File: src/core/resp_electrode_off_config_pkg.sv
// constants, field layouts and carrier types for respiration and electrode-off control
package resp_electrode_off_config_pkg;

  // ----------------------------------------------------------------------
  // timing
  // ----------------------------------------------------------------------
  localparam int CLK_HZ             = 200_000_000;
  localparam int MOD_RATE_LOW_KHZ   = 32;
  localparam int MOD_RATE_HIGH_KHZ  = 64;
  localparam int MOD_PERIOD_LOW_CYC = CLK_HZ / (MOD_RATE_LOW_KHZ * 1000);
  // 11.25 degrees per code at the low rate is one 32nd of a period
  localparam int PHASE_STEPS_LOW    = 32;
  localparam int SAMPLE_LEAD_CYC    = 2;
  localparam int AC_EXC_DIVIDE      = 4;

  // ----------------------------------------------------------------------
  // register byte offsets
  // ----------------------------------------------------------------------
  localparam logic [7:0] OFS_RESP_CFG   = 8'h00;
  localparam logic [7:0] OFS_BD_CFG     = 8'h04;
  localparam logic [7:0] OFS_ELECTRODE_OFF_CONFIG_CFG   = 8'h08;
  localparam logic [7:0] OFS_AUX        = 8'h0C;
  localparam logic [7:0] OFS_STATE      = 8'h10;
  localparam logic [7:0] OFS_IRQ_STATUS = 8'h14;
  localparam logic [7:0] OFS_IRQ_MASK   = 8'h18;

  // ----------------------------------------------------------------------
  // field positions and reset values
  // ----------------------------------------------------------------------
  localparam int ELECTRODE_OFF_CONFIG_THRESH_LSB = 5;
  localparam int ELECTRODE_OFF_CONFIG_AC_MODE    = 0;
  localparam int AUX_DIR_LSB     = 2;
  localparam int IRQ_BD_OFF      = 0;
  localparam int IRQ_SAMPLE      = 1;

  localparam logic [7:0] RESP_CFG_RESET = 8'h00;
  localparam logic [2:0] BD_CFG_RESET   = 3'h1;
  localparam logic [7:0] ELECTRODE_OFF_CONFIG_CFG_RESET = 8'h00;
  localparam logic [1:0] AUX_DIR_RESET  = 2'h3;
  localparam logic [1:0] AXI_OKAY       = 2'h0;
  localparam logic [1:0] AXI_SLVERR     = 2'h2;

  typedef struct packed {
    logic [3:0] demod_phase;
    logic       mod_rate_select;
    logic       demodulator_on;
    logic       modulator_on;
    logic       clock_source_select;
  } resp_cfg_s;

  typedef struct packed {
    logic pu_check_on;
    logic amp_power;
    logic ref_internal;
  } bd_cfg_s;

endpackage

File: src/core/resp_clock_gen.sv
// internal respiration modulation square wave and phase-shifted demodulation reference
`timescale 1ns/100ps
`default_nettype none
module resp_clock_gen #(
  parameter int PERIOD_LOW = resp_electrode_off_config_pkg::MOD_PERIOD_LOW_CYC
) (
  input  wire logic       aclk,
  input  wire logic       aresetn,
  input  wire logic       run,
  input  wire logic       rate_select,
  input  wire logic [3:0] phase_code,
  output logic            mod_wave,
  output logic            demod_wave
);

  localparam int          STEP  = PERIOD_LOW / resp_electrode_off_config_pkg::PHASE_STEPS_LOW;
  localparam logic [15:0] P_LOW = 16'(PERIOD_LOW);
  localparam logic [15:0] STEPW = 16'(STEP);

  // refused at elaboration: a shorter period leaves fewer than two whole cycles per phase step
  if (PERIOD_LOW < 2 * resp_electrode_off_config_pkg::PHASE_STEPS_LOW || PERIOD_LOW > 65535)
  begin
    $error("resp_clock_gen: PERIOD_LOW out of range");
  end

  logic [15:0] cnt;
  logic [15:0] next_cnt;
  logic [15:0] period;
  logic [15:0] delay;
  logic [15:0] pos;
  logic [3:0]  code;

  // at the high rate the period halves, so the same step is 22.5 degrees and
  // the top phase bit must be dropped to stay under a half period
  always_comb
  begin
    period   = rate_select ? (P_LOW >> 1) : P_LOW;
    code     = rate_select ? {1'b0, phase_code[2:0]} : phase_code;
    delay    = 16'(code * STEPW);
    pos      = (cnt >= delay) ? cnt - delay : 16'(cnt + period - delay);
    next_cnt = (!run || cnt >= period - 16'h0001) ? 16'h0000 : cnt + 16'h0001;
  end

  always_ff @(posedge aclk)
  begin
    if (!aresetn)
    begin
      cnt        <= 16'h0000;
      mod_wave   <= 1'b0;
      demod_wave <= 1'b0;
    end
    else
    begin
      cnt        <= next_cnt;
      mod_wave   <= run && (cnt < (period >> 1));
      demod_wave <= run && (pos < (period >> 1));
    end
  end

endmodule
`default_nettype wire

File: src/core/resp_electrode_off_config_ctrl.sv
// respiration, electrode-off excitation, body-drive and aux-pin control with AXI4-Lite registers
//
// Functional notes
// ac electrode-off alternates current source and sink at sample rate over four
// body-drive electrode-off checked in normal run and at power-up with a sink
// power-up sink disabled while body-drive amplifier runs; comparator alone reports
// body-drive comparator threshold comes from electrode-off config bits 7 to 5
// reference select picks internal mid-supply or external body-drive reference
// clearing the amplifier power bit powers the body-drive amplifier down
// aux pin data latched two clocks before sample ready falls, sent with sample
// clock source select: 0 internal clock, 1 external clock
// modulator and demodulator have separate enable bits
// enabled modulator drives square wave on positive and negative outputs
// internal clock mode leaves aux pins under normal direction and data control
// internal clock mode takes modulation frequency from rate select bit
// external clock mode forces both aux pins to inputs
// channel one carries respiration data only while respiration is on
// rate select 0 gives 32 kHz (default), 1 gives 64 kHz
// phase code steps 11.25 degrees at 32 kHz, 22.5 at 64 kHz
// aux direction bit: 0 output, 1 input, input after reset
// external controller supplies continuous modulation clock and phase on aux pins
`timescale 1ns/100ps
`default_nettype none
module resp_electrode_off_config_ctrl #(
  parameter int MOD_PERIOD_LOW = resp_electrode_off_config_pkg::MOD_PERIOD_LOW_CYC
) (
  input  wire logic        aclk,
  input  wire logic        aresetn,
  input  wire logic [7:0]  s_axi_awaddr,
  input  wire logic        s_axi_awvalid,
  output logic             s_axi_awready,
  input  wire logic [31:0] s_axi_wdata,
  input  wire logic [3:0]  s_axi_wstrb,
  input  wire logic        s_axi_wvalid,
  output logic             s_axi_wready,
  output logic [1:0]       s_axi_bresp,
  output logic             s_axi_bvalid,
  input  wire logic        s_axi_bready,
  input  wire logic [7:0]  s_axi_araddr,
  input  wire logic        s_axi_arvalid,
  output logic             s_axi_arready,
  output logic [31:0]      s_axi_rdata,
  output logic [1:0]       s_axi_rresp,
  output logic             s_axi_rvalid,
  input  wire logic        s_axi_rready,
  input  wire logic        conv_done,
  input  wire logic        data_taken,
  input  wire logic        bd_comp_in,
  input  wire logic        aux_pin_one_in,
  input  wire logic        aux_pin_two_in,
  output logic             aux_pin_one_out,
  output logic             aux_pin_one_oe,
  output logic             aux_pin_two_out,
  output logic             aux_pin_two_oe,
  output logic             sample_ready_n,
  output logic [1:0]       aux_sample,
  output logic             exc_source_on,
  output logic             exc_sink_on,
  output logic             bd_pu_sink_on,
  output logic             body_drive_amp_power,
  output logic             body_drive_ref_internal,
  output logic [2:0]       comp_threshold,
  output logic             resp_mod_out_pos,
  output logic             resp_mod_out_neg,
  output logic             resp_demod_ref,
  output logic             ch1_resp_only,
  output logic             irq
);

  localparam int AC_W = $clog2(resp_electrode_off_config_pkg::AC_EXC_DIVIDE);

  // the two-bit lead counter and the top-bit excitation split only serve these values
  if (resp_electrode_off_config_pkg::SAMPLE_LEAD_CYC < 1 || resp_electrode_off_config_pkg::AC_EXC_DIVIDE != 4)
  begin
    $error("resp_electrode_off_config_ctrl: unsupported timing constants");
  end

  typedef enum {ST_IDLE, ST_LEAD, ST_READY} smp_state_e;

  function automatic logic mapped(input logic [7:0] a);
    mapped = (a == resp_electrode_off_config_pkg::OFS_RESP_CFG) || (a == resp_electrode_off_config_pkg::OFS_BD_CFG)
          || (a == resp_electrode_off_config_pkg::OFS_ELECTRODE_OFF_CONFIG_CFG) || (a == resp_electrode_off_config_pkg::OFS_AUX)
          || (a == resp_electrode_off_config_pkg::OFS_STATE) || (a == resp_electrode_off_config_pkg::OFS_IRQ_STATUS)
          || (a == resp_electrode_off_config_pkg::OFS_IRQ_MASK);
  endfunction

  // ----------------------------------------------------------------------
  // pin synchronisers
  // ----------------------------------------------------------------------
  logic [2:0] sync_a;
  logic [2:0] sync_b;
  logic       aux_one_s;
  logic       aux_two_s;
  logic       bd_comp_s;

  always_ff @(posedge aclk)
  begin
    if (!aresetn)
    begin
      sync_a <= 3'h0;
      sync_b <= 3'h0;
    end
    else
    begin
      sync_a <= {bd_comp_in, aux_pin_two_in, aux_pin_one_in};
      sync_b <= sync_a;
    end
  end

  assign {bd_comp_s, aux_two_s, aux_one_s} = sync_b;

  // ----------------------------------------------------------------------
  // registers and AXI4-Lite slave
  // ----------------------------------------------------------------------
  resp_electrode_off_config_pkg::resp_cfg_s resp_cfg, next_resp_cfg;
  resp_electrode_off_config_pkg::bd_cfg_s   bd_cfg, next_bd_cfg;
  logic [7:0]  electrode_off_config_cfg, next_electrode_off_config_cfg;
  logic [1:0]  aux_dir, next_aux_dir;
  logic [1:0]  aux_data, next_aux_data;
  logic [1:0]  irq_status, next_irq_status;
  logic [1:0]  irq_mask, next_irq_mask;
  logic        aw_held, next_aw_held;
  logic [7:0]  aw_addr, next_aw_addr;
  logic        w_held, next_w_held;
  logic [31:0] w_data, next_w_data;
  logic        w_lane, next_w_lane;
  logic        bvalid, next_bvalid;
  logic [1:0]  bresp, next_bresp;
  logic        rvalid, next_rvalid;
  logic [31:0] rdata, next_rdata;
  logic [1:0]  rresp, next_rresp;
  logic        wr_fire;
  logic        bd_off;
  logic        bd_off_q;
  logic        sample_event;
  logic [1:0]  events;

  assign wr_fire = aw_held && w_held && !bvalid;
  assign events  = {sample_event, bd_off && !bd_off_q};

  always_comb
  begin
    next_resp_cfg   = resp_cfg;
    next_bd_cfg     = bd_cfg;
    next_electrode_off_config_cfg   = electrode_off_config_cfg;
    next_aux_dir    = aux_dir;
    next_aux_data   = aux_data;
    next_irq_mask   = irq_mask;
    next_irq_status = irq_status;
    next_aw_held    = aw_held || s_axi_awvalid;
    next_aw_addr    = aw_held ? aw_addr : s_axi_awaddr;
    next_w_held     = w_held || s_axi_wvalid;
    next_w_data     = w_held ? w_data : s_axi_wdata;
    next_w_lane     = w_held ? w_lane : s_axi_wstrb[0];
    next_bvalid     = bvalid && !s_axi_bready;
    next_bresp      = bresp;
    next_rvalid     = rvalid && !s_axi_rready;
    next_rdata      = rdata;
    next_rresp      = rresp;
    if (wr_fire)
    begin
      next_aw_held = 1'b0;
      next_w_held  = 1'b0;
      next_bvalid  = 1'b1;
      next_bresp   = mapped(aw_addr) ? resp_electrode_off_config_pkg::AXI_OKAY : resp_electrode_off_config_pkg::AXI_SLVERR;
      if (w_lane)
      begin
        unique case (aw_addr)
          resp_electrode_off_config_pkg::OFS_RESP_CFG:   next_resp_cfg = w_data[7:0];
          resp_electrode_off_config_pkg::OFS_BD_CFG:     next_bd_cfg = w_data[2:0];
          resp_electrode_off_config_pkg::OFS_ELECTRODE_OFF_CONFIG_CFG:   next_electrode_off_config_cfg = w_data[7:0];
          resp_electrode_off_config_pkg::OFS_AUX:
          begin
            next_aux_data = w_data[1:0];
            next_aux_dir  = w_data[resp_electrode_off_config_pkg::AUX_DIR_LSB +: 2];
          end
          resp_electrode_off_config_pkg::OFS_IRQ_STATUS: next_irq_status = irq_status & ~w_data[1:0];
          resp_electrode_off_config_pkg::OFS_IRQ_MASK:   next_irq_mask = w_data[1:0];
          default:                       next_irq_mask = irq_mask;
        endcase
      end
    end
    // a new event outranks a clear in the same cycle
    next_irq_status = next_irq_status | events;
    if (s_axi_arvalid && !rvalid)
    begin
      next_rvalid = 1'b1;
      next_rresp  = mapped(s_axi_araddr) ? resp_electrode_off_config_pkg::AXI_OKAY : resp_electrode_off_config_pkg::AXI_SLVERR;
      unique case (s_axi_araddr)
        resp_electrode_off_config_pkg::OFS_RESP_CFG:   next_rdata = {24'h00_0000, resp_cfg};
        resp_electrode_off_config_pkg::OFS_BD_CFG:     next_rdata = {29'h0000_0000, bd_cfg};
        resp_electrode_off_config_pkg::OFS_ELECTRODE_OFF_CONFIG_CFG:   next_rdata = {24'h00_0000, electrode_off_config_cfg};
        resp_electrode_off_config_pkg::OFS_AUX:        next_rdata = {28'h000_0000, aux_dir, aux_two_s, aux_one_s};
        resp_electrode_off_config_pkg::OFS_STATE:      next_rdata = {27'h000_0000, aux_sample, sample_ready_n,
                                                     bd_pu_sink_on, bd_off};
        resp_electrode_off_config_pkg::OFS_IRQ_STATUS: next_rdata = {30'h0000_0000, irq_status};
        resp_electrode_off_config_pkg::OFS_IRQ_MASK:   next_rdata = {30'h0000_0000, irq_mask};
        default:                       next_rdata = 32'h0000_0000;
      endcase
    end
  end

  always_ff @(posedge aclk)
  begin
    if (!aresetn)
    begin
      resp_cfg   <= resp_electrode_off_config_pkg::RESP_CFG_RESET;
      bd_cfg     <= resp_electrode_off_config_pkg::BD_CFG_RESET;
      electrode_off_config_cfg   <= resp_electrode_off_config_pkg::ELECTRODE_OFF_CONFIG_CFG_RESET;
      aux_dir    <= resp_electrode_off_config_pkg::AUX_DIR_RESET;
      aux_data   <= 2'h0;
      irq_status <= 2'h0;
      irq_mask   <= 2'h0;
      aw_held    <= 1'b0;
      aw_addr    <= 8'h00;
      w_held     <= 1'b0;
      w_data     <= 32'h0000_0000;
      w_lane     <= 1'b0;
      bvalid     <= 1'b0;
      bresp      <= resp_electrode_off_config_pkg::AXI_OKAY;
      rvalid     <= 1'b0;
      rdata      <= 32'h0000_0000;
      rresp      <= resp_electrode_off_config_pkg::AXI_OKAY;
      bd_off_q   <= 1'b0;
    end
    else
    begin
      resp_cfg   <= next_resp_cfg;
      bd_cfg     <= next_bd_cfg;
      electrode_off_config_cfg   <= next_electrode_off_config_cfg;
      aux_dir    <= next_aux_dir;
      aux_data   <= next_aux_data;
      irq_status <= next_irq_status;
      irq_mask   <= next_irq_mask;
      aw_held    <= next_aw_held;
      aw_addr    <= next_aw_addr;
      w_held     <= next_w_held;
      w_data     <= next_w_data;
      w_lane     <= next_w_lane;
      bvalid     <= next_bvalid;
      bresp      <= next_bresp;
      rvalid     <= next_rvalid;
      rdata      <= next_rdata;
      rresp      <= next_rresp;
      bd_off_q   <= bd_off;
    end
  end

  assign s_axi_awready = !aw_held;
  assign s_axi_wready  = !w_held;
  assign s_axi_bvalid  = bvalid;
  assign s_axi_bresp   = bresp;
  assign s_axi_arready = !rvalid;
  assign s_axi_rvalid  = rvalid;
  assign s_axi_rdata   = rdata;
  assign s_axi_rresp   = rresp;
  assign irq           = |(irq_status & irq_mask);

  // ----------------------------------------------------------------------
  // sample timing and ac excitation
  // ----------------------------------------------------------------------
  smp_state_e state, next_state;
  logic [1:0]      lead_cnt, next_lead_cnt;
  logic [1:0]      next_aux_sample;
  logic [AC_W-1:0] ac_cnt, next_ac_cnt;

  always_comb
  begin
    next_state      = state;
    next_lead_cnt   = lead_cnt;
    next_aux_sample = aux_sample;
    next_ac_cnt     = ac_cnt;
    sample_event    = 1'b0;
    unique case (state)
      ST_IDLE:
        if (conv_done)
        begin
          next_aux_sample = {aux_two_s, aux_one_s};
          next_lead_cnt   = 2'(resp_electrode_off_config_pkg::SAMPLE_LEAD_CYC - 1);
          next_state      = ST_LEAD;
        end
      ST_LEAD:
        if (lead_cnt == 2'h0)
        begin
          next_state   = ST_READY;
          sample_event = 1'b1;
          next_ac_cnt  = ac_cnt + 1'b1;
        end
        else
          next_lead_cnt = lead_cnt - 2'h1;
      ST_READY:
        if (data_taken)
          next_state = ST_IDLE;
    endcase
  end

  always_ff @(posedge aclk)
  begin
    if (!aresetn)
    begin
      state      <= ST_IDLE;
      lead_cnt   <= 2'h0;
      aux_sample <= 2'h0;
      ac_cnt     <= '0;
    end
    else
    begin
      state      <= next_state;
      lead_cnt   <= next_lead_cnt;
      aux_sample <= next_aux_sample;
      ac_cnt     <= next_ac_cnt;
    end
  end

  assign sample_ready_n = (state != ST_READY);
  // half of the four-sample cycle on the source, half on the sink
  assign exc_source_on  = electrode_off_config_cfg[resp_electrode_off_config_pkg::ELECTRODE_OFF_CONFIG_AC_MODE] && !ac_cnt[AC_W-1];
  assign exc_sink_on    = electrode_off_config_cfg[resp_electrode_off_config_pkg::ELECTRODE_OFF_CONFIG_AC_MODE] && ac_cnt[AC_W-1];

  // ----------------------------------------------------------------------
  // body drive and respiration
  // ----------------------------------------------------------------------
  logic ext_mode;
  logic int_mod;
  logic int_demod;
  logic mod_wave;

  assign body_drive_amp_power    = bd_cfg.amp_power;
  assign body_drive_ref_internal = bd_cfg.ref_internal;
  assign comp_threshold          = electrode_off_config_cfg[resp_electrode_off_config_pkg::ELECTRODE_OFF_CONFIG_THRESH_LSB +: 3];
  assign bd_pu_sink_on           = bd_cfg.pu_check_on && !bd_cfg.amp_power;
  assign bd_off                  = bd_comp_s;

  resp_clock_gen #(
    .PERIOD_LOW (MOD_PERIOD_LOW)
  ) u_clock_gen (
    .aclk        (aclk),
    .aresetn     (aresetn),
    .run         (!ext_mode && (resp_cfg.modulator_on || resp_cfg.demodulator_on)),
    .rate_select (resp_cfg.mod_rate_select),
    .phase_code  (resp_cfg.demod_phase),
    .mod_wave    (int_mod),
    .demod_wave  (int_demod)
  );

  // in external mode the host's clock and phase arrive synchronised on the aux pins
  assign ext_mode         = resp_cfg.clock_source_select;
  assign mod_wave         = ext_mode ? aux_one_s : int_mod;
  assign resp_mod_out_pos = resp_cfg.modulator_on && mod_wave;
  assign resp_mod_out_neg = resp_cfg.modulator_on && !mod_wave;
  assign resp_demod_ref   = resp_cfg.demodulator_on && (ext_mode ? aux_two_s : int_demod);
  assign ch1_resp_only    = resp_cfg.modulator_on || resp_cfg.demodulator_on;
  assign aux_pin_one_out  = aux_data[0];
  assign aux_pin_two_out  = aux_data[1];
  assign aux_pin_one_oe   = !ext_mode && !aux_dir[0];
  assign aux_pin_two_oe   = !ext_mode && !aux_dir[1];

  // ----------------------------------------------------------------------
  // assertions
  // ----------------------------------------------------------------------
  a_sink_gated: assert property (@(posedge aclk) disable iff (!aresetn)
    bd_pu_sink_on |-> !body_drive_amp_power) else $error("sink active with amp on");
  a_lead_timing: assert property (@(posedge aclk) disable iff (!aresetn)
    (state == ST_IDLE && conv_done) |=> sample_ready_n ##1 sample_ready_n ##1 !sample_ready_n)
    else $error("sample ready not two clocks after latch");
  a_latch_value: assert property (@(posedge aclk) disable iff (!aresetn)
    (state == ST_IDLE && conv_done) |=> aux_sample == $past(sync_b[1:0]))
    else $error("aux sample not latched");
  a_thresh_write: assert property (@(posedge aclk) disable iff (!aresetn)
    (wr_fire && w_lane && aw_addr == resp_electrode_off_config_pkg::OFS_ELECTRODE_OFF_CONFIG_CFG)
    |=> comp_threshold == $past(w_data[7:5])) else $error("threshold not taken");
  a_power_write: assert property (@(posedge aclk) disable iff (!aresetn)
    (wr_fire && w_lane && aw_addr == resp_electrode_off_config_pkg::OFS_BD_CFG)
    |=> body_drive_amp_power == $past(w_data[1]) && body_drive_ref_internal == $past(w_data[0]))
    else $error("body drive config not taken");
  a_aux_forced: assert property (@(posedge aclk) disable iff (!aresetn)
    ext_mode |-> !aux_pin_one_oe && !aux_pin_two_oe) else $error("aux driven in ext mode");
  a_aux_normal: assert property (@(posedge aclk) disable iff (!aresetn)
    (!ext_mode && aux_dir == 2'h0) |-> aux_pin_one_oe && aux_pin_two_oe)
    else $error("aux output not driven");
  a_mod_outputs: assert property (@(posedge aclk) disable iff (!aresetn)
    resp_cfg.modulator_on ? (resp_mod_out_pos != resp_mod_out_neg)
                          : (!resp_mod_out_pos && !resp_mod_out_neg))
    else $error("modulation outputs wrong");
  a_ac_alternate: assert property (@(posedge aclk) disable iff (!aresetn)
    (sample_event && electrode_off_config_cfg[0] && ac_cnt == 2'h1 && $stable(electrode_off_config_cfg))
    |=> $rose(exc_sink_on)) else $error("ac excitation did not swap");
  a_irq_sample: assert property (@(posedge aclk) disable iff (!aresetn)
    sample_event |=> irq_status[resp_electrode_off_config_pkg::IRQ_SAMPLE]) else $error("event lost");
  a_bus_order: assert property (@(posedge aclk) disable iff (!aresetn)
    wr_fire |=> s_axi_bvalid && !aw_held && !w_held) else $error("write not answered");

  c_sample: cover property (@(posedge aclk) disable iff (!aresetn)
    $fell(sample_ready_n));
  c_ext_mode: cover property (@(posedge aclk) disable iff (!aresetn)
    ext_mode && resp_cfg.modulator_on && $rose(resp_mod_out_pos));
  c_int_fast: cover property (@(posedge aclk) disable iff (!aresetn)
    !ext_mode && resp_cfg.mod_rate_select && $rose(resp_demod_ref));
  c_irq: cover property (@(posedge aclk) disable iff (!aresetn) $rose(irq));

endmodule
`default_nettype wire

File: config.mk
export PLATFORM = sky130hd
export DESIGN_NAME = resp_electrode_off_config_ctrl
export DESIGN_NICKNAME = d
export VERILOG_FILES = /design/src/core/resp_electrode_off_config_pkg.sv /design/src/core/resp_clock_gen.sv /design/src/core/resp_electrode_off_config_ctrl.sv
export SDC_FILE = /design/constraint.sdc
export NUM_CORES = 1
export LEC_CHECK = 0
export BUFFER_PORTS_ARGS = -buffer_cell sky130_fd_sc_hd__buf_2
export CORE_ASPECT_RATIO = 0.6
export CORE_MARGIN = 5
export CORE_UTILIZATION = 35
export CTS_BUF_LIST = sky130_fd_sc_hd__clkbuf_4 sky130_fd_sc_hd__clkbuf_8
export DETAILED_ROUTE_END_ITERATION = 6
export HOLD_SLACK_MARGIN = 0.15
export PLACE_DENSITY = 0.57
export RECOVER_POWER = 50
export SLEW_MARGIN = 30
export SYNTH_ARGS = -nofsm -noshare
export SYNTH_HDL_FRONTEND = slang
export SYNTH_HIERARCHICAL = 1
export SYNTH_SLANG_ARGS = --single-unit
File: constraint.sdc
create_clock -name aclk -period 6.56 [get_ports aclk]
set_input_delay 0.656 -clock aclk [delete_from_list [all_inputs] [get_ports aclk]]
set_output_delay 0.656 -clock aclk [all_outputs]
set_load 0.005 [all_outputs]
==> results of run 1 <==
-- through the flow --
| stage | worst slack (ps) | std cells | hold slack, ps | cell area (sq um) |
|---|---|---|---|---|
| 2_1_floorplan | 1286 | 796 | 411.9 | 6978 |
| 3_3_place_gp | 1385 | 1082 | 419.1 | 7340 |
| 3_5_place_dp | 1268 | 1082 | 421.5 | 7340 |
| 4_1_cts | 1212 | 1098 | 443.2 | 7566 |
| 5_1_grt | 881.2 | 1098 | 463.4 | 7540 |
| 6_report | 1184 | 1098 | 439.9 | 7540 |
-- synth_stat cells (4+ instances only) --
cell,number,share of area
dfxtp_1,91,0.26
ha_1,66,0.12
a32oi_1,5,0.0064
buf_6,5,0.0082
o21a_1,12,0.013
o21bai_1,7,0.0076
nor2_1,56,0.031
a21oi_1,25,0.018
xnor2_1,29,0.037
o21ai_1,4,0.0029
o21ai_0,31,0.023
mux2_2,4,0.0065
and2_1,14,0.013
buf_4,29,0.032
clkbuf_1,18,0.0098
nor2b_1,53,0.048
a211oi_1,7,0.0076
xor2_1,9,0.011
o31ai_1,4,0.0044
inv_1,56,0.031
fa_1,10,0.029
nor4_1,7,0.0064
nor3_1,11,0.0080
a21boi_0,5,0.0055
nand2_1,32,0.017
nand3_1,19,0.014
nand2b_1,8,0.0073
and3_1,6,0.0055
mux2i_1,56,0.081
nand4_1,8,0.0073
-- worst register-to-register path, stage by stage, from the launching register on --
cell       delay, ps
dfxtp_1          370
nand2_1          100
xnor2_1          130
ha_1             360
ha_1             270
a21oi_1          140
nor2_1            60
xnor2_1          260
ha_1             240
inv_1             60
fa_1             460
o2111ai_4        280
a2bb2oi_4        220
a21boi_4         460
o21ai_0          170
o21a_1           140
ha_1             280
a2111oi_0        440
a211oi_1         190
or3_1            420
a22oi_1          220
-- layer usage --
| metal | wire (um) | GRT usage |
|---|---|---|
| met5 | 20 | 0 |
| met4 | 77 | 0.01749 |
| met3 | 1183 | 0.04478 |
| met2 | 6084 | 0.1905 |
| met1 | 10250 | 0.2705 |
-- registers in the layout, summed over array words and instances, names as in the netlist, 2 cells and up --
register / flops
u_clock_gen/cnt: 16
aux_data: 2
ac_cnt: 2
resp_cfg: 7
irq_status: 2
lead_cnt: 2
electrode_off_config_cfg: 8
w_data: 8
state: 2
aux_sample: 2
aw_addr: 8
sync_a: 3
irq_mask: 2
s_axi_rdata: 8
aux_dir: 2
sync_b: 3
-- layout by cell type, fill, tap and decap left out, types with 8 or more instances in the layout --
master    count
dfxtp_1      91
ha_1         66
inv_1        56
mux2i_1      56
nor2_1       56
nor2b_1      53
buf_2        52
nand2_1      32
o21ai_0      31
xnor2_1      29
conb_1       26
a21oi_1      25
nand3_1      19
clkbuf_1     19
o21a_1       12
nor3_1       11
clkbuf_8     10
fa_1         10
xor2_1        9
and2_1        8
nand2b_1      8
nand4_1       8
-- power by group through the flow --
stage | logic (uW) | clock network, uW | registers [uW]
after floorplan | 169 | 0 | 611
after global placement | 200 | 0 | 624
after detailed placement | 201 | 0 | 625
after CTS | 202 | 450 | 612
after global routing | 227 | 476 | 617
final | 203 | 439 | 612
-- final timing paths --
| kind | startpoint | slack, ps | endpoint |
|---|---|---|---|
| max | resp_cfg[7] | 1180 | u_clock_gen/demod_wave |
| min | sync_a[2] | 440 | sync_b[2] |
| max reg2reg | resp_cfg[7] | 1180 | u_clock_gen/demod_wave |
| min reg2reg | sync_a[2] | 440 | sync_b[2] |
-- final cells by class --
class | instances | area [sq um] | area share
Inverter | 57 | 214.0 | 0.02838
Clock buffer | 12 | 152.6 | 0.02025
Sequential cell | 91 | 1822 | 0.2416
Multi-Input combinational cell | 594 | 4593 | 0.6092
Clock inverter | 4 | 73.82 | 0.009791
Tap cell | 266 | 332.8 | 0.04414
Timing Repair Buffer | 74 | 351.6 | 0.04663
-- kinds of logic (layout without fill, tap and decap cells) --
family,Yosys count,count (layout),synth area share
AO/OA/AOI/OAI,148,148,0.1601
XOR/XNOR,38,38,0.04835
adder cells (fa/ha/maj),76,76,0.1490
buffers and inverters,111,147,0.08179
flip-flops,91,91,0.2646
multiplexers,62,62,0.09451
other,1,26,0.0005447
AND/OR/NAND/NOR,244,244,0.2010
==> results.md, run 1 <==
* Status: finished, violations left
* Failing checks: capacitance limit, slew limit
* Synth Register Bits at 91
* Period utilization at 0.8195
* Hold Fails Final Rpt at 0
* Sw Share at 0.2754
* Worst setup SP type: register
* Vias per cell at 4.985
* Total power draw at 1254 uW
* Setup Viol. Count Final at 0
* GRT Residual Overflow at 0
* Post-Syn Area at 6884 sq um
* Placer congestion estimate at 0.8818
* P_sw at 345.3 uW
* Die X at 191.1 um
* Routed WL per cell at 16.04 um
* Post-synthesis cell type count at 85
* Clock root buffer: clkbuf_8
* Crit-path cells: nand2_1 > xnor2_1 > ha_1 > ha_1 > a21oi_1 > nor2_1 > xnor2_1 > ha_1 > inv_1 > fa_1 > o2111ai_4 > a2bb2oi_4 > a21boi_4 > o21ai_0 > o21a_1 > ha_1 > a2111oi_0 > a211oi_1 > or3_1 > a22oi_1
* Crit path DAT at 5660 ps
* Clock skew at 11.28 ps
* Power Internal at 908.4 uW
* Global Route Usage Sum at 0.1579
* Relative slew slack at -0.8746
* Layout fillers at 2006
* Max H-tree Level at 3
* Synth Instances at 771
* Die height at 118.6 um
* Register area share after synthesis at 0.2646
* First-pass GRT wire length at 28610 um
* Pin count of the biggest net entering global routing at 76
* Share of cells above drive strength 1 at 0.1274
* Antenna Cells at 0
* Clock transition at path regs at 90 ps
* Max Buffers Root-to-Sink at 2
* Worst skew pair latency at 380 ps
* Ports at 125
* Combinational fraction of design power at 0.162
* Peak VDD IR at 114.1 uV
* CP max stage delay at 460 ps
* Clock power frac at 0.350
* Power Dens Cells at 166.3 nW/um^2
* Rows at 39
* Hold buffers post-CTS at 0
* Setup crit end kind: register
* Fin. max-slew vios at 76
* Async SR Flop Fraction at 0
* Post-layout min period at 5376 ps
* Number of flops mapped to enable cells by yosys at 0
* Sequential power share at 0.488
* DRC viols at 0
* Post-CTS Resized at 0
* Initial Util at 0.3590
* Least-Margin Pin Slew at 2812 ps
* CP most frequent cell: ha_1
* Die area at 22670 sq um
* Data required time at the worst endpoint at 6850 ps
* Primary FF master, synth: dfxtp_1
* Setup Fix Bufs, Post-CTS at 0
* CORE AREA at 19180 sq um
* Setup CP Type: reg -> reg
* Syn avg cell area at 8.929 sq um
* # clock sinks at 91
* Type of the worst min-delay path: reg -> reg
* PortBufs at 71
* Fin util at 0.3932
* Final wirelength at 17610 um
* Area delta synth->final at 9.524%
* Crit-path max FO at 13
* Peak Freq at 186.0 MHz
* YS warnings at 6
* TritonCTS clock tree: done
* Crit path max-delay family: compound AO/OA/AOI/OAI gates
* Vias in the first global route at 5117
* Worst R2R Path Depth at 20
* Fin nets at 967
* CP Depth at 20
* TritonCTS buffer count at 9
* Leak Pwr at 0.003077 uW
* Initial antenna violation count at 1
* Setup TNS at 0 ps
* Drt pass-1 iters at 5
* Initial drt markers at 423
* Final HPWL DP at 14000 um
* Hold Path Depth at 1
* RSZ-0062 raised after global routing: no
* Total of max-cap violations at 1
* CP bufs+invs at 1
* Post-route ant nets at 0
* Slowest cell on crit path: fa_1
* Total number of vias at 5474
Note: power is estimated with default switching activity, not from simulation.
==> run 2: changes to the inputs <==
--- a/config.mk
+++ b/config.mk
@@ -12,7 +12,7 @@
 export CTS_BUF_LIST = sky130_fd_sc_hd__clkbuf_4 sky130_fd_sc_hd__clkbuf_8
 export DETAILED_ROUTE_END_ITERATION = 6
 export HOLD_SLACK_MARGIN = 0.15
-export PLACE_DENSITY = 0.57
+export PLACE_DENSITY = 0.59
 export RECOVER_POWER = 50
 export SLEW_MARGIN = 30
 export SYNTH_ARGS = -nofsm -noshare
==> constraint.sdc (replaced) <==
create_clock -name aclk -period 4.75 [get_ports aclk]
set_input_delay 0.475 -clock aclk [delete_from_list [all_inputs] [get_ports aclk]]
set_output_delay 0.475 -clock aclk [all_outputs]
set_load 0.005 [all_outputs]
==> results.md, run 2 (synthesized netlist as in run 1, its figures left out) <==
* Sequential power share at 0.502 (+0.014)
* Biggest register: u_clock_gen/cnt
* Die height at 118.6 um (unchanged)
* Fin nets at 988 (+2.2%)
* CP max stage delay at 370 ps (-90 ps)
* Slowest cell on crit path: fa_2
* P_sw at 471.5 uW (+37%)
* Final wirelength at 18150 um (+3.0%)
* Failing checks: capacitance limit, slew limit
* TritonCTS clock tree: done
* Max H-tree Level at 3 (unchanged)
* Fin. max-slew vios at 76 (unchanged)
* Peak Freq at 222.7 MHz (+20%)
* Global Route Usage Sum at 0.1576 (-0.0003127)
* Total number of vias at 5630 (+2.8%)
* Initial antenna violation count at 3 (+2)
* Rows at 39 (unchanged)
* Power Internal at 1210 uW (+33%)
* Setup Viol. Count Final at 0 (unchanged)
* Final HPWL DP at 14310 um (+2.2%)
* Least-Margin Pin Slew at 2752 ps (-60.03 ps)
* Status: finished, violations left
* Drt pass-1 iters at 5 (unchanged)
* Ports at 125 (unchanged)
* Worst Hold Slack at 296.8 ps (-143.1 ps)
* PortBufs at 71 (unchanged)
* Die X at 191.1 um (unchanged)
* Commonest non-fill, non-tap cell in the layout: dfxtp_1
* Worst skew pair latency at 380 ps (about the same)
* FF-to-FF Start: resp_cfg[5]
* Layout fillers at 1972 (-1.7%)
* Setup TNS at 0 ps (unchanged)
* Crit-path max FO at 6 (-7)
* Most frequent cells in the layout: 88 x dfxtp_1, 62 x ha_1, 56 x mux2i_1, 55 x inv_1, 53 x nor2b_1
* Initial drt markers at 566 (+34%)
* Type of the worst min-delay path: in -> reg
* Period utilization at 0.9454 (+0.1259)
* Crit-path cells: ha_1 > ha_1 > ha_2 > a21oi_2 > nor2_2 > xnor2_2 > ha_2 > inv_1 > fa_2 > o2111ai_4 > a2bb2oi_4 > a21boi_4 > o21ai_1 > o21a_1 > ha_4 > a2111oi_4 > a211oi_2 > or3_1 > a22oi_2
* Area delta synth->final at 13.79%
* Setup crit end kind: register
* Vias per cell at 5.027 (+0.83%)
* Combinational fraction of design power at 0.166 (+0.004)
* Met2 Resource Use GR at 0.1892 (-0.001332)
* DRC viols at 0 (unchanged)
* Vias in the first global route at 5081 (-0.70%)
* Post-route ant nets at 0 (unchanged)
* Data required time at the worst endpoint at 5060 ps (-1790 ps)
* Clock skew at 11.68 ps (+0.4062 ps)
* GRT Residual Overflow at 0 (unchanged)
* Setup CP Type: reg -> reg
* Clock power frac at 0.331 (-0.019)
* Global Route met3 Usage at 0.04272 (-0.002062)
* Critical Path Start: resp_cfg[5]
* Share of cells above drive strength 1 at 0.1770 (+0.04962)
* Leak Pwr at 0.003184 uW (+3.5%)
* Clock root buffer: clkbuf_8
* Total of max-cap violations at 1 (unchanged)
* Busiest grt layer: met1
* Peak VDD IR at 166.4 uV (+46%)
* Die area at 22670 sq um (unchanged)
* Pin count of the biggest net entering global routing at 76 (unchanged)
* Hold buffers post-CTS at 0 (unchanged)
* Post-layout min period at 4491 ps (-885.1 ps)
* Hold_sp: s_axi_awvalid
* Relative slew slack at -0.8346 (+0.04002)
* Crit path max-delay family: compound AO/OA/AOI/OAI gates
* Global-route met1 utilization at 0.2700 (-0.0004522)
* Worst setup SP type: register
* Largest register FFs at 16 (unchanged)
* Max Buffers Root-to-Sink at 2 (unchanged)
* Power Dens Cells at 214.6 nW/um^2 (+29%)
* Initial Util at 0.3590 (unchanged)
* Routed WL per cell at 16.20 um (+1.0%)
* # clock sinks at 91 (unchanged)
* Sw Share at 0.2804 (+0.004997)
* CP bufs+invs at 1 (unchanged)
* Hold Fails Final Rpt at 0 (unchanged)
* Clock transition at path regs at 90 ps (about the same)
* CORE AREA at 19180 sq um (unchanged)
* First-pass GRT wire length at 28700 um (+0.31%)
* RSZ-0062 raised after global routing: no
* Placer congestion estimate at 0.8523 (-3.3%)
* Crit path DAT at 4800 ps (-860 ps)
* TritonCTS buffer count at 9 (unchanged)
run 2: routing by layer:
layer  wire length, um  vias to the layer above
li1                  -                     2811
met1             10170                     2623
met2              6457                      181
met3              1411                       15
met4               110                        0
met5                 0                        -
run 2: power groups by stage:
| stage | clock, uW | sequential (uW) | combinational [uW] |
|---|---|---|---|
| global route | 608 | 851 | 314 |
| finish | 557 | 845 | 280 |
| CTS | 571 | 844 | 277 |
| detailed placement | 0 | 862 | 273 |
| floorplan | 0 | 843 | 234 |
| global placement | 0 | 861 | 272 |
run 2: area by class of cell:
cell class	instances	area (sq um)	share of cell area
antenna	1	2.502	0.0003194
clock buffer	12	158.9	0.02028
clock inverter	4	48.80	0.006229
inverter	57	217.7	0.02779
multi-input combinational	594	4735	0.6044
sequential	91	1828	0.2333
tap	266	332.8	0.04249
timing repair buffer	95	510.5	0.06517
run 2: repair_timing:
| action | in CTS | in global routing |
|---|---|---|
| pin swaps | 0 | 9 |
| endpoints found under the setup margin | 1 | 1 |
| resized for setup | 0 | 21 |
| setup buffers | 2 | 6 |
run 2: metrics by stage:
stage	utilization	instances	worst slack [ps]	area [sq um]	power [uW]
6_report	0.4085	1120	259.2	7834	1681
5_1_grt	0.4084	1119	3.538	7831	1773
4_1_cts	0.4022	1113	28.08	7712	1692
3_5_place_dp	0.3906	1095	19.79	7490	1135
3_3_place_gp	0.3906	1095	107.0	7490	1132
2_1_floorplan	-	796	5.111	7030	1077
run 2: final timing paths:
path,end,slack (ps),cells after the start
setup / recovery,u_clock_gen/demod_wave,260,19
hold / removal,aw_held,300,3
setup reg to reg,u_clock_gen/demod_wave,260,19
hold reg to reg,sync_b[2],430,1
run 2: tightest hold or removal path: stages:
cell    delay, ps
buf_2          80
nor2_1         30
nor2_1         60
